--- src/logic/smh_pkg.sv ---
// shared constants for the serial modem handshake block
package smh_pkg;
  // handshake sequencing states
  typedef enum logic [1:0] {
    SMH_IDLE,
    SMH_LINKED,
    SMH_SENDING
  } smh_state_t;
  // reset values of the driven lines and the synchroniser flops
  localparam logic SMH_DTR_RST = 1'h0;
  localparam logic SMH_RTS_RST = 1'h0;
  localparam logic SMH_SYNC_RST = 1'h0;
  localparam logic SMH_START_RST = 1'h0;
  // synchroniser depth in flip-flops
  localparam int SMH_SYNC_STAGES = 2;
endpackage : smh_pkg

--- src/logic/smh_handshake.sv ---
// terminal-side hardware handshake control for an asynchronous serial port

module smh_handshake (
  // clock, reset, enable
  input wire logic ref_clk,
  input wire logic resetn,
  input wire logic clk_en,
  // local status
  input wire logic port_powered,
  input wire logic rx_can_accept,
  // modem lines from the far party
  input wire logic dsr_in,
  input wire logic cts_in,
  input wire logic dcd_in,
  // modem lines toward the far party
  output logic dtr_out,
  output logic rts_out,
  // transmitter control
  input wire logic tx_queued,
  input wire logic tx_busy,
  output logic tx_start,
  output logic link_up
);

  logic [2:0] sync1_reg;
  logic [2:0] sync2_reg;
  logic dsr_s;
  logic cts_s;
  logic dcd_s;
  logic linked_next;
  smh_pkg::smh_state_t state_reg;

  // two-stage synchroniser, first stage read only by the second
  always_ff @(posedge ref_clk or negedge resetn) begin
    if (!resetn) begin
      sync1_reg <= {3{smh_pkg::SMH_SYNC_RST}};
      sync2_reg <= {3{smh_pkg::SMH_SYNC_RST}};
    end else if (clk_en) begin
      sync1_reg <= {dcd_in, cts_in, dsr_in};
      sync2_reg <= sync1_reg;
    end
  end

  assign dsr_s = sync2_reg[0];
  assign cts_s = sync2_reg[1];
  assign dcd_s = sync2_reg[2];

  // status levels only, so arrival order does not matter
  assign linked_next = dtr_out && dsr_s && dcd_s;

  // equipment ready output
  always_ff @(posedge ref_clk or negedge resetn) begin
    if (!resetn) begin
      dtr_out <= smh_pkg::SMH_DTR_RST;
    end else if (clk_en) begin
      dtr_out <= port_powered;
    end
  end

  // receive readiness, raised only once the link is up
  always_ff @(posedge ref_clk or negedge resetn) begin
    if (!resetn) begin
      rts_out <= smh_pkg::SMH_RTS_RST;
    end else if (clk_en) begin
      rts_out <= linked_next && rx_can_accept;
    end
  end

  // link sequencing
  always_ff @(posedge ref_clk or negedge resetn) begin
    if (!resetn) begin
      state_reg <= smh_pkg::SMH_IDLE;
    end else if (clk_en) begin
      unique case (state_reg)
        smh_pkg::SMH_IDLE: begin
          if (linked_next) begin
            state_reg <= smh_pkg::SMH_LINKED;
          end
        end
        smh_pkg::SMH_LINKED: begin
          if (!linked_next) begin
            state_reg <= smh_pkg::SMH_IDLE;
          end else if (tx_start) begin
            state_reg <= smh_pkg::SMH_SENDING;
          end
        end
        smh_pkg::SMH_SENDING: begin
          // finish the character in flight even if cts drops
          if (!tx_busy && !tx_start) begin
            state_reg <= linked_next ? smh_pkg::SMH_LINKED : smh_pkg::SMH_IDLE;
          end
        end
        default: begin // unused fourth code falls back to idle
          state_reg <= smh_pkg::SMH_IDLE;
        end
      endcase
    end
  end

  assign link_up = (state_reg != smh_pkg::SMH_IDLE);

  // start pulse of one enabled cycle, held while the enable is low; cts gates only starts, never a character in flight
  always_ff @(posedge ref_clk or negedge resetn) begin
    if (!resetn) begin
      tx_start <= smh_pkg::SMH_START_RST;
    end else if (clk_en) begin
      tx_start <= linked_next && link_up && cts_s && tx_queued && !tx_busy
                  && !tx_start;
    end
  end

  // a start needs cts as seen at the enabled edge that launched it
  a_start_needs_cts: assert property (@(posedge ref_clk) disable iff (!resetn)
    $rose(tx_start) |-> $past(cts_s) && $past(clk_en))
    else $error("start issued without cts");

  // only the rise counts, a pulse held by a low enable is not a new start
  a_start_needs_dsr: assert property (@(posedge ref_clk) disable iff (!resetn)
    $rose(tx_start) |-> $past(dsr_s))
    else $error("start issued without dsr");

  // cts low at an enabled edge blocks the next start
  a_cts_low_blocks: assert property (@(posedge ref_clk) disable iff (!resetn)
    (clk_en && !cts_s) |=> !tx_start)
    else $error("start after cts low");

  // dtr tracks power one enabled edge later
  a_dtr_follows_power: assert property (@(posedge ref_clk) disable iff (!resetn)
    clk_en |=> dtr_out == $past(port_powered))
    else $error("dtr not following power");

  // an unpowered port never claims readiness
  a_dtr_low_unpowered: assert property (@(posedge ref_clk) disable iff (!resetn)
    (clk_en && !port_powered) |=> !dtr_out)
    else $error("dtr high while unpowered");

  // throttling must never touch dtr, so a powered port keeps it up
  a_dtr_ignores_cts: assert property (@(posedge ref_clk) disable iff (!resetn)
    (clk_en && port_powered) |=> dtr_out)
    else $error("dtr dropped while powered");

  // checked at enabled edges only, since rts holds while the enable is low
  a_rts_needs_link: assert property (@(posedge ref_clk) disable iff (!resetn)
    (clk_en && !(dtr_out && dsr_s && dcd_s)) |=> !rts_out)
    else $error("rts without link");

  // a full receiver withdraws rts
  a_rts_drops_busy: assert property (@(posedge ref_clk) disable iff (!resetn)
    (clk_en && !rx_can_accept) |=> !rts_out)
    else $error("rts high while receiver full");

  // rts comes back once the receiver can take data
  a_rts_returns: assert property (@(posedge ref_clk) disable iff (!resetn)
    (clk_en && rx_can_accept && linked_next) |=> rts_out)
    else $error("rts not reasserted");

  // rts means able to listen, whether or not anything waits to go out
  a_rts_ignores_queue: assert property (@(posedge ref_clk) disable iff (!resetn)
    (clk_en && linked_next && rx_can_accept && !tx_queued) |=> rts_out)
    else $error("rts tied to queued data");

  // two enabled edges bring a pin level to the logic
  a_sync_delay: assert property (@(posedge ref_clk) disable iff (!resetn)
    (clk_en [*2]) |=> cts_s == $past(cts_in, 2))
    else $error("cts synchroniser depth wrong");

  // same depth for the readiness line
  a_sync_dsr_delay: assert property (@(posedge ref_clk) disable iff (!resetn)
    (clk_en [*2]) |=> dsr_s == $past(dsr_in, 2))
    else $error("dsr synchroniser depth wrong");

  // same depth for the carrier line
  a_sync_dcd_delay: assert property (@(posedge ref_clk) disable iff (!resetn)
    (clk_en [*2]) |=> dcd_s == $past(dcd_in, 2))
    else $error("dcd synchroniser depth wrong");

  // queued data goes out as soon as every condition holds
  a_queue_starts: assert property (@(posedge ref_clk) disable iff (!resetn)
    (clk_en && link_up && linked_next && cts_s && tx_queued && !tx_busy && !tx_start)
      |=> tx_start)
    else $error("queued data not started");

  // starts never back to back, so the shifter sees one pulse per character
  a_start_single_pulse: assert property (@(posedge ref_clk) disable iff (!resetn)
    (clk_en && tx_start) |=> !tx_start)
    else $error("start pulse too long");

  // no start while a character is still shifting
  a_no_start_busy: assert property (@(posedge ref_clk) disable iff (!resetn)
    (clk_en && tx_busy) |=> !tx_start)
    else $error("start while shifter busy");

  // a character in flight keeps the sending state
  a_hold_in_flight: assert property (@(posedge ref_clk) disable iff (!resetn)
    (state_reg == smh_pkg::SMH_SENDING && tx_busy) |=> state_reg == smh_pkg::SMH_SENDING)
    else $error("character in flight abandoned");

  // a start on a live link moves into sending
  a_enter_sending: assert property (@(posedge ref_clk) disable iff (!resetn)
    (clk_en && state_reg == smh_pkg::SMH_LINKED && linked_next && tx_start)
      |=> state_reg == smh_pkg::SMH_SENDING)
    else $error("start did not enter sending");

  // link stays down until dtr, dsr and dcd are all up; cts plays no part
  a_link_waits_status: assert property (@(posedge ref_clk) disable iff (!resetn)
    (clk_en && state_reg == smh_pkg::SMH_IDLE && !linked_next) |=> !link_up)
    else $error("link up without status");

  // link comes up on levels, whichever side was ready first
  a_link_any_order: assert property (@(posedge ref_clk) disable iff (!resetn)
    (clk_en && state_reg == smh_pkg::SMH_IDLE && linked_next) |=> link_up)
    else $error("link not raised on ready levels");

  // a start also needs carrier and local readiness
  a_start_needs_dcd: assert property (@(posedge ref_clk) disable iff (!resetn)
    $rose(tx_start) |-> $past(dcd_s) && $past(dtr_out))
    else $error("start issued without carrier");

endmodule : smh_handshake

--- config.mk ---
export PLATFORM = sky130hd
export DESIGN_NAME = smh_handshake
export DESIGN_NICKNAME = d
export VERILOG_FILES = /design/src/logic/smh_pkg.sv /design/src/logic/smh_handshake.sv
export SDC_FILE = /design/constraint.sdc
export NUM_CORES = 1
export LEC_CHECK = 0
export BUFFER_PORTS_ARGS = -buffer_cell sky130_fd_sc_hd__buf_4
export CAP_MARGIN = 15
export CELL_PAD_IN_SITES_DETAIL_PLACEMENT = 1
export CELL_PAD_IN_SITES_GLOBAL_PLACEMENT = 2
export CORE_MARGIN = 5
export CORE_UTILIZATION = 32
export DETAILED_ROUTE_END_ITERATION = 10
export HOLD_SLACK_MARGIN = 0.08
export PLACE_DENSITY_LB_ADDON = 0.2
export SKIP_LAST_GASP = 1
export SLEW_MARGIN = 20
export SYNTH_ARGS = -nofsm -noshare
export SYNTH_HDL_FRONTEND = slang
export SYNTH_SLANG_ARGS = --single-unit
--- constraint.sdc ---
create_clock -name ref_clk -period 2.3 [get_ports ref_clk]
set_clock_uncertainty 0.2 [all_clocks]
set_input_delay 0.46 -clock ref_clk [delete_from_list [all_inputs] [get_ports ref_clk]]
set_output_delay 0.46 -clock ref_clk [all_outputs]
set_load 0.01 [all_outputs]
==> results of run 1 <==
per-layer routing:
layer / GRT usage, % / routed length [µm]
met5: 0 / 0
met4: 6.28 / 26
met3: 5.83 / 94
met2: 17.4 / 595
met1: 10.4 / 391
logic make-up (layout without fill, tap and decap cells):
group,after synthesis,in the layout
DFF,11,11
and+or+nand+nor,9,9
AOI/OAI and AO/OA,7,7
muxes,7,7
buffers and inverters,3,20
power by group:
part,internal (W),switching [W]
clock,0.0000670,0.0000614
combinational,0.0000371,0.0000254
sequential,0.000212,0.0000160
total,0.000316,0.000103
area by class of cell:
type / count / area, µm²
fillers: 171 / 848
flip-flops and latches: 11 / 275
multi-input cells: 23 / 186
repair buffers: 14 / 108
clock buffers: 4 / 26.3
well taps: 16 / 20.0
inverters: 2 / 7.51
worst max-delay path, stage by stage (launching register included):
cell and delay, ns:
dfrtp_1 0.42, or2_1 0.26, buf_4 0.15
through the flow:
stage / setup slack (ns) / hold slack [ns] / total power (W) / util, % / instances
after global placement: 0.865 / 0.0964 / 0.000287 / 39.9 / 65
after floorplan: 0.980 / -0.0356 / 0.000260 / - / 37
after CTS: 0.548 / 0.222 / 0.000425 / 42.3 / 70
after detailed placement: 0.834 / 0.0999 / 0.000294 / 39.9 / 65
final: 0.554 / 0.229 / 0.000419 / 42.3 / 70
after global routing: 0.489 / 0.213 / 0.000446 / 42.3 / 70
how the worst max path moves through the flow:
stage / end / from / cells past startpoint / slack (ns)
floorplan: link_up / state_reg[0]$_DFFE_PN0P_ / 1 / 0.98
global placement: link_up / state_reg[0]$_DFFE_PN0P_ / 2 / 0.87
detailed placement: link_up / state_reg[1]$_DFFE_PN0P_ / 2 / 0.83
CTS: link_up / state_reg[1]$_DFFE_PN0P_ / 2 / 0.55
global route: link_up / state_reg[1]$_DFFE_PN0P_ / 2 / 0.49
finish: link_up / state_reg[0]$_DFFE_PN0P_ / 2 / 0.55
what timing repair did:
item                                    CTS  global route
endpoints found under the setup margin    0             0
hold buffers                              1             0
hold endpoints to repair                 11             0
placed cells by master, fill, tap and decap left out, drive strengths merged, types with 2 or more instances in the layout:
| cell type | count |
|---|---|
| buf | 13 |
| dfrtp | 11 |
| mux2 | 7 |
| clkbuf | 4 |
| a21o | 2 |
| inv | 2 |
| nand2 | 2 |
| o22ai | 2 |
| nand4 | 2 |
| nor3 | 2 |
==> impl_metrics.ini, run 1 <==
[run_status]
outcome = finished, final reports clean

[logic_synthesis]
syn_avg_cell_area_um2 = 13.0
synth_cell_types = 18
ys_seq_area_share_pct = 57.3
synthTopCellsByArea = dfrtp_1 (57%), mux2_2 (14%), a21o_1 (3.1%)
synthAdderAreaFrac_pct = 0
yosysMostFrequentCell = dfrtp_1
async_flop_share_pct = 100
synth_mux_area_share_pct = 17.2
ys.flop_type = dfrtp_1
synth_cells = 37
yosys_warnings = 0
yosys.area.top_type_share_pct = 57.3
synth_top_family_by_area = multiplexers
synth-compound-area-share_pct = 9.90
synth_seq_cells = 11
synth_simple_gate_area_share_pct = 11.7
synth-xor-area-share_pct = 0
synth-edff-count = 0
yosysTopAreaCell = dfrtp_1
ys_top_cells_by_count = dfrtp_1 (11), mux2_2 (6)
syn_area_um2 = 480
synth_fp_nets = 47

[route]
drt_pass1_iterations = 4
post_drt_wl_per_cell_um = 15.8
drc_errors = 0
drt_iter0_markers = 8
vias = 365
ant_nets = 0
wirelength_um = 1110
via_per_inst = 5.21

[placement]
numPortBuffers = 13
place_area_um2 = 587
place_congestion = 0.664

[finish]
drive_above_1_share_pct = 46.3
nets = 65
fin_area_um2 = 623
antennaDiodeCount = 0
area.growth.synth_to_final_pct = 29.7

[timing]
fin_crit_ns = 1.75
rsz0062_at_grt = false
setup_tns_ns = 0
worstMarginPinSlew_ns = 0.263
min_period_over_period_pct = 75.9
clock.fmax_mhz = 573
finalHoldViolCount = 0
finalMaxSlewViolations = 0
max_slew_margin_pct = 82.3
setup_viol = 0

[critical_path]
ff2ff_setup_slack_ns = 1.07
worst_r2r_endpoint = state_reg[0]$_DFFE_PN0P_
cp_max_fo = 5
start_kind = flip-flop
critPathCaptureType = output pin
worst_ep_required_time_ns = 1.64
rr_worst_depth = 3
critPathArrivalTime_ns = 1.09
reg2reg_from = dtr_out$_DFFE_PN0P_
crit_type = reg -> out

[pwr]
pwr_density_cell_nw_per_um2 = 672
ir_drop_mv = 0.347
p_leak_nw = 0.301

[floorplanning]
ios = 14
dieArea_um2 = 2380
num_rows = 14
die_x_um = 48.8
die_y_um = 48.8
initial_utilization_pct = 32.7
coreArea_um2 = 1470

[grt]
antenna_found_initial = 0
grt_pass1_wl_um = 1920
grt_pass1_vias = 443
grt_use_total_pct = 10.6
grt_max_degree = 14
overflow = 0

[cts]
cts_resized = 0
cts.clk_slew.worst_paths_ns = 0.07
cts_setup_buffers = 0
cts.sink_count = 11
cts_tree = built
cts_buffers = 3
ctsRootBufferMaster = clkbuf_4
cts_buffer_depth = 2
cts.htree.levels = 1
clkLatencyLatePin_ns = 0.26

[worst_hold_path]
holdPathStages = 2
hp-start = dcd_in
hold_end = sync1_reg[2]$_DFFE_PN0P_
hold_path_class = in -> reg

[job]
drv_cap = 0
No activity file was read; power rests on OpenSTA's default activity.
==> inputs of run 2 (changes only) <==
- ABC_AREA: unset -> 1
- CORE_UTILIZATION: 32 -> 26
- clock period: 2.3 -> 1.7 ns (I/O delays scaled with it)
==> run 2 against run 1 <==
  * Worst setup slack got worse by 0.46 ns
  * Sequential share of layout area decreased by 6.9 points
  * Power is 63% higher
  * Via count up 40%
  * Routed wire length up 22%
  * Largest power group unchanged
==> impl_metrics.ini, run 2 <==
[run_status]
outcome = finished, final reports clean

[floorplanning]
die_x_um = 55.3
initial_utilization_pct = 27.2
die_y_um = 55.3
dieArea_um2 = 3060
num_rows = 16
ios = 14
coreArea_um2 = 1960

[pwr]
ir_drop_mv = 0.485
pwr_density_cell_nw_per_um2 = 926
p_leak_nw = 0.384
p_total_w = 0.000684

[cts]
cts.sink_count = 11
cts_tree = built
cts.clk_slew.worst_paths_ns = 0.07
ctsRootBufferMaster = clkbuf_4
cts_buffers = 3
clkLatencyLatePin_ns = 0.26
cts.htree.levels = 1
cts_buffer_depth = 2

[route]
drt_pass1_iterations = 4
top_layer_used = met4
wirelength_um = 1350
post_drt_wl_per_cell_um = 11.3
via_per_inst = 4.25
drc_errors = 0
wl_met1_um = 633
dr_wl_met2_um = 644
drt_iter0_markers = 5
ant_nets = 0
met3_length_um = 67
vias = 510

[logic_synthesis]
yosys.area.top_type_share_pct = 51.6
ys_top_cells_by_count = nand2_1 (31), dfrtp_1 (11), nor2_1 (7)
synth_fp_nets = 82
syn_area_um2 = 533
synth-edff-count = 0
ys_seq_area_share_pct = 51.6
yosys_warnings = 0
yosysTopAreaCell = dfrtp_1
synthTopCellsByArea = dfrtp_1 (52%), nand2_1 (22%), nor2_1 (4.9%)
syn_avg_cell_area_um2 = 7.40
synth_cell_types = 14
yosysMostFrequentCell = nand2_1
async_flop_share_pct = 100
synth_seq_cells = 11
ys.flop_type = dfrtp_1
synth_cells = 72

[finish]
drive_above_1_share_pct = 25.8
final_common_cell = nand2_1
instances_no_fill = 120
area.growth.synth_to_final_pct = 38.5
nets = 104
final_util_pct = 37.6
antennaDiodeCount = 0
final_cell_mix = nand2_1 (31), buf_4 (13), dfrtp_1 (11), nor2_1 (6)

[timing]
clock.fmax_mhz = 623
setup_viol = 0
worst_slack_ns = 0.0940
rsz0062_at_grt = false
worstMarginPinSlew_ns = 0.180
min_period_over_period_pct = 94.5
finalHoldViolCount = 0
finalMaxSlewViolations = 0
setup_tns_ns = 0
fin_crit_ns = 1.61
max_slew_margin_pct = 88.0

[grt]
grt_use_total_pct = 10.4
antenna_found_initial = 0
grt_max_degree = 13
grt_pass1_vias = 571
grt_pass1_wl_um = 2470
overflow = 0

[critical_path]
cp_max_fo = 4
critPathArrivalTime_ns = 1.07
critPathCaptureType = output pin
crit_type = reg -> out
worst_ep_required_time_ns = 1.16
start_kind = flip-flop

[placement]
post-dp-hpwl_um = 1030
numPortBuffers = 13
pre_cts_slack_ns = 0.338
place_congestion = 0.814
dp.cells = 111

[worst_hold_path]
hold_path_class = in -> reg

[job]
drv_cap = 0
## run 2: changes by cell type after synthesis, moves of 3 or more
cell     before  now
mux2_2        6    0
nor2_1        1    7
inv_2         0    3
nand3_1       1    4
inv_1         2    5
nand2_1       2   31
## run 2: logic make-up after synthesis
kind of cell,count (synthesis),share of synthesized area (%)
buffers and inverters,9,6.57
and+or+nand+nor,48,38.0
AOI/OAI and AO/OA,4,3.76
DFF,11,51.6
## run 2: worst max-delay path, stage by stage (launching register included)
cell	delay, ns
dfrtp_1	0.42
nor2_2	0.16
inv_1	0.08
buf_4	0.14
## run 2: area by class of cell
class	instances	area (µm²)
clock buffer	4	26.3
fill	267	1220
inverter	8	30.0
multi-input combinational	52	225
sequential	11	275
tap	27	33.8
timing repair buffer	18	148
## run 2: metrics by stage
step / cell area, µm² / hold WS, ns
floorplan: 533 / -0.156
global placement: 659 / -0.0165
detailed placement: 659 / -0.0165
CTS: 736 / 0.123
global route: 738 / 0.141
finish: 738 / 0.131
## run 2: path summary, 6_finish.rpt
check / startpoint / endpoint / slack, ns / depth (start not counted)
min in group asynchronous: resetn / sync1_reg[0]$_DFFE_PN0P_ / 0.25 / 2
min reg2reg: sync1_reg[1]$_DFFE_PN0P_ / sync1_reg[1]$_DFFE_PN0P_ / 0.28 / 2
min: rx_can_accept / rts_out$_DFFE_PN0P_ / 0.13 / 3
max reg2reg: tx_start$_DFFE_PN0P_ / state_reg[1]$_DFFE_PN0P_ / 0.44 / 6
max: state_reg[0]$_DFFE_PN0P_ / link_up / 0.09 / 3
max in group asynchronous: resetn / state_reg[0]$_DFFE_PN0P_ / 0.91 / 2
## run 2: power by group
group          switching [W]  internal, W
registers          0.0000263     0.000291
logic               0.000105    0.0000833
clock network      0.0000874    0.0000907
## run 2: timing repair
item,in CTS,in global routing
endpoints found under the hold margin,15,0
endpoints found under the setup margin,0,1
gates resized for setup,0,1
setup buffers,0,0
hold buffers,5,0
## run 2: layer usage
| layer | GRT usage [%] | vias to the layer above |
|---|---|---|
| li1 | - | 265 |
| met1 | 11.4 | 233 |
| met2 | 17.6 | 10 |
| met3 | 3.50 | 2 |
| met4 | 5.21 | 0 |
| met5 | 0 | - |
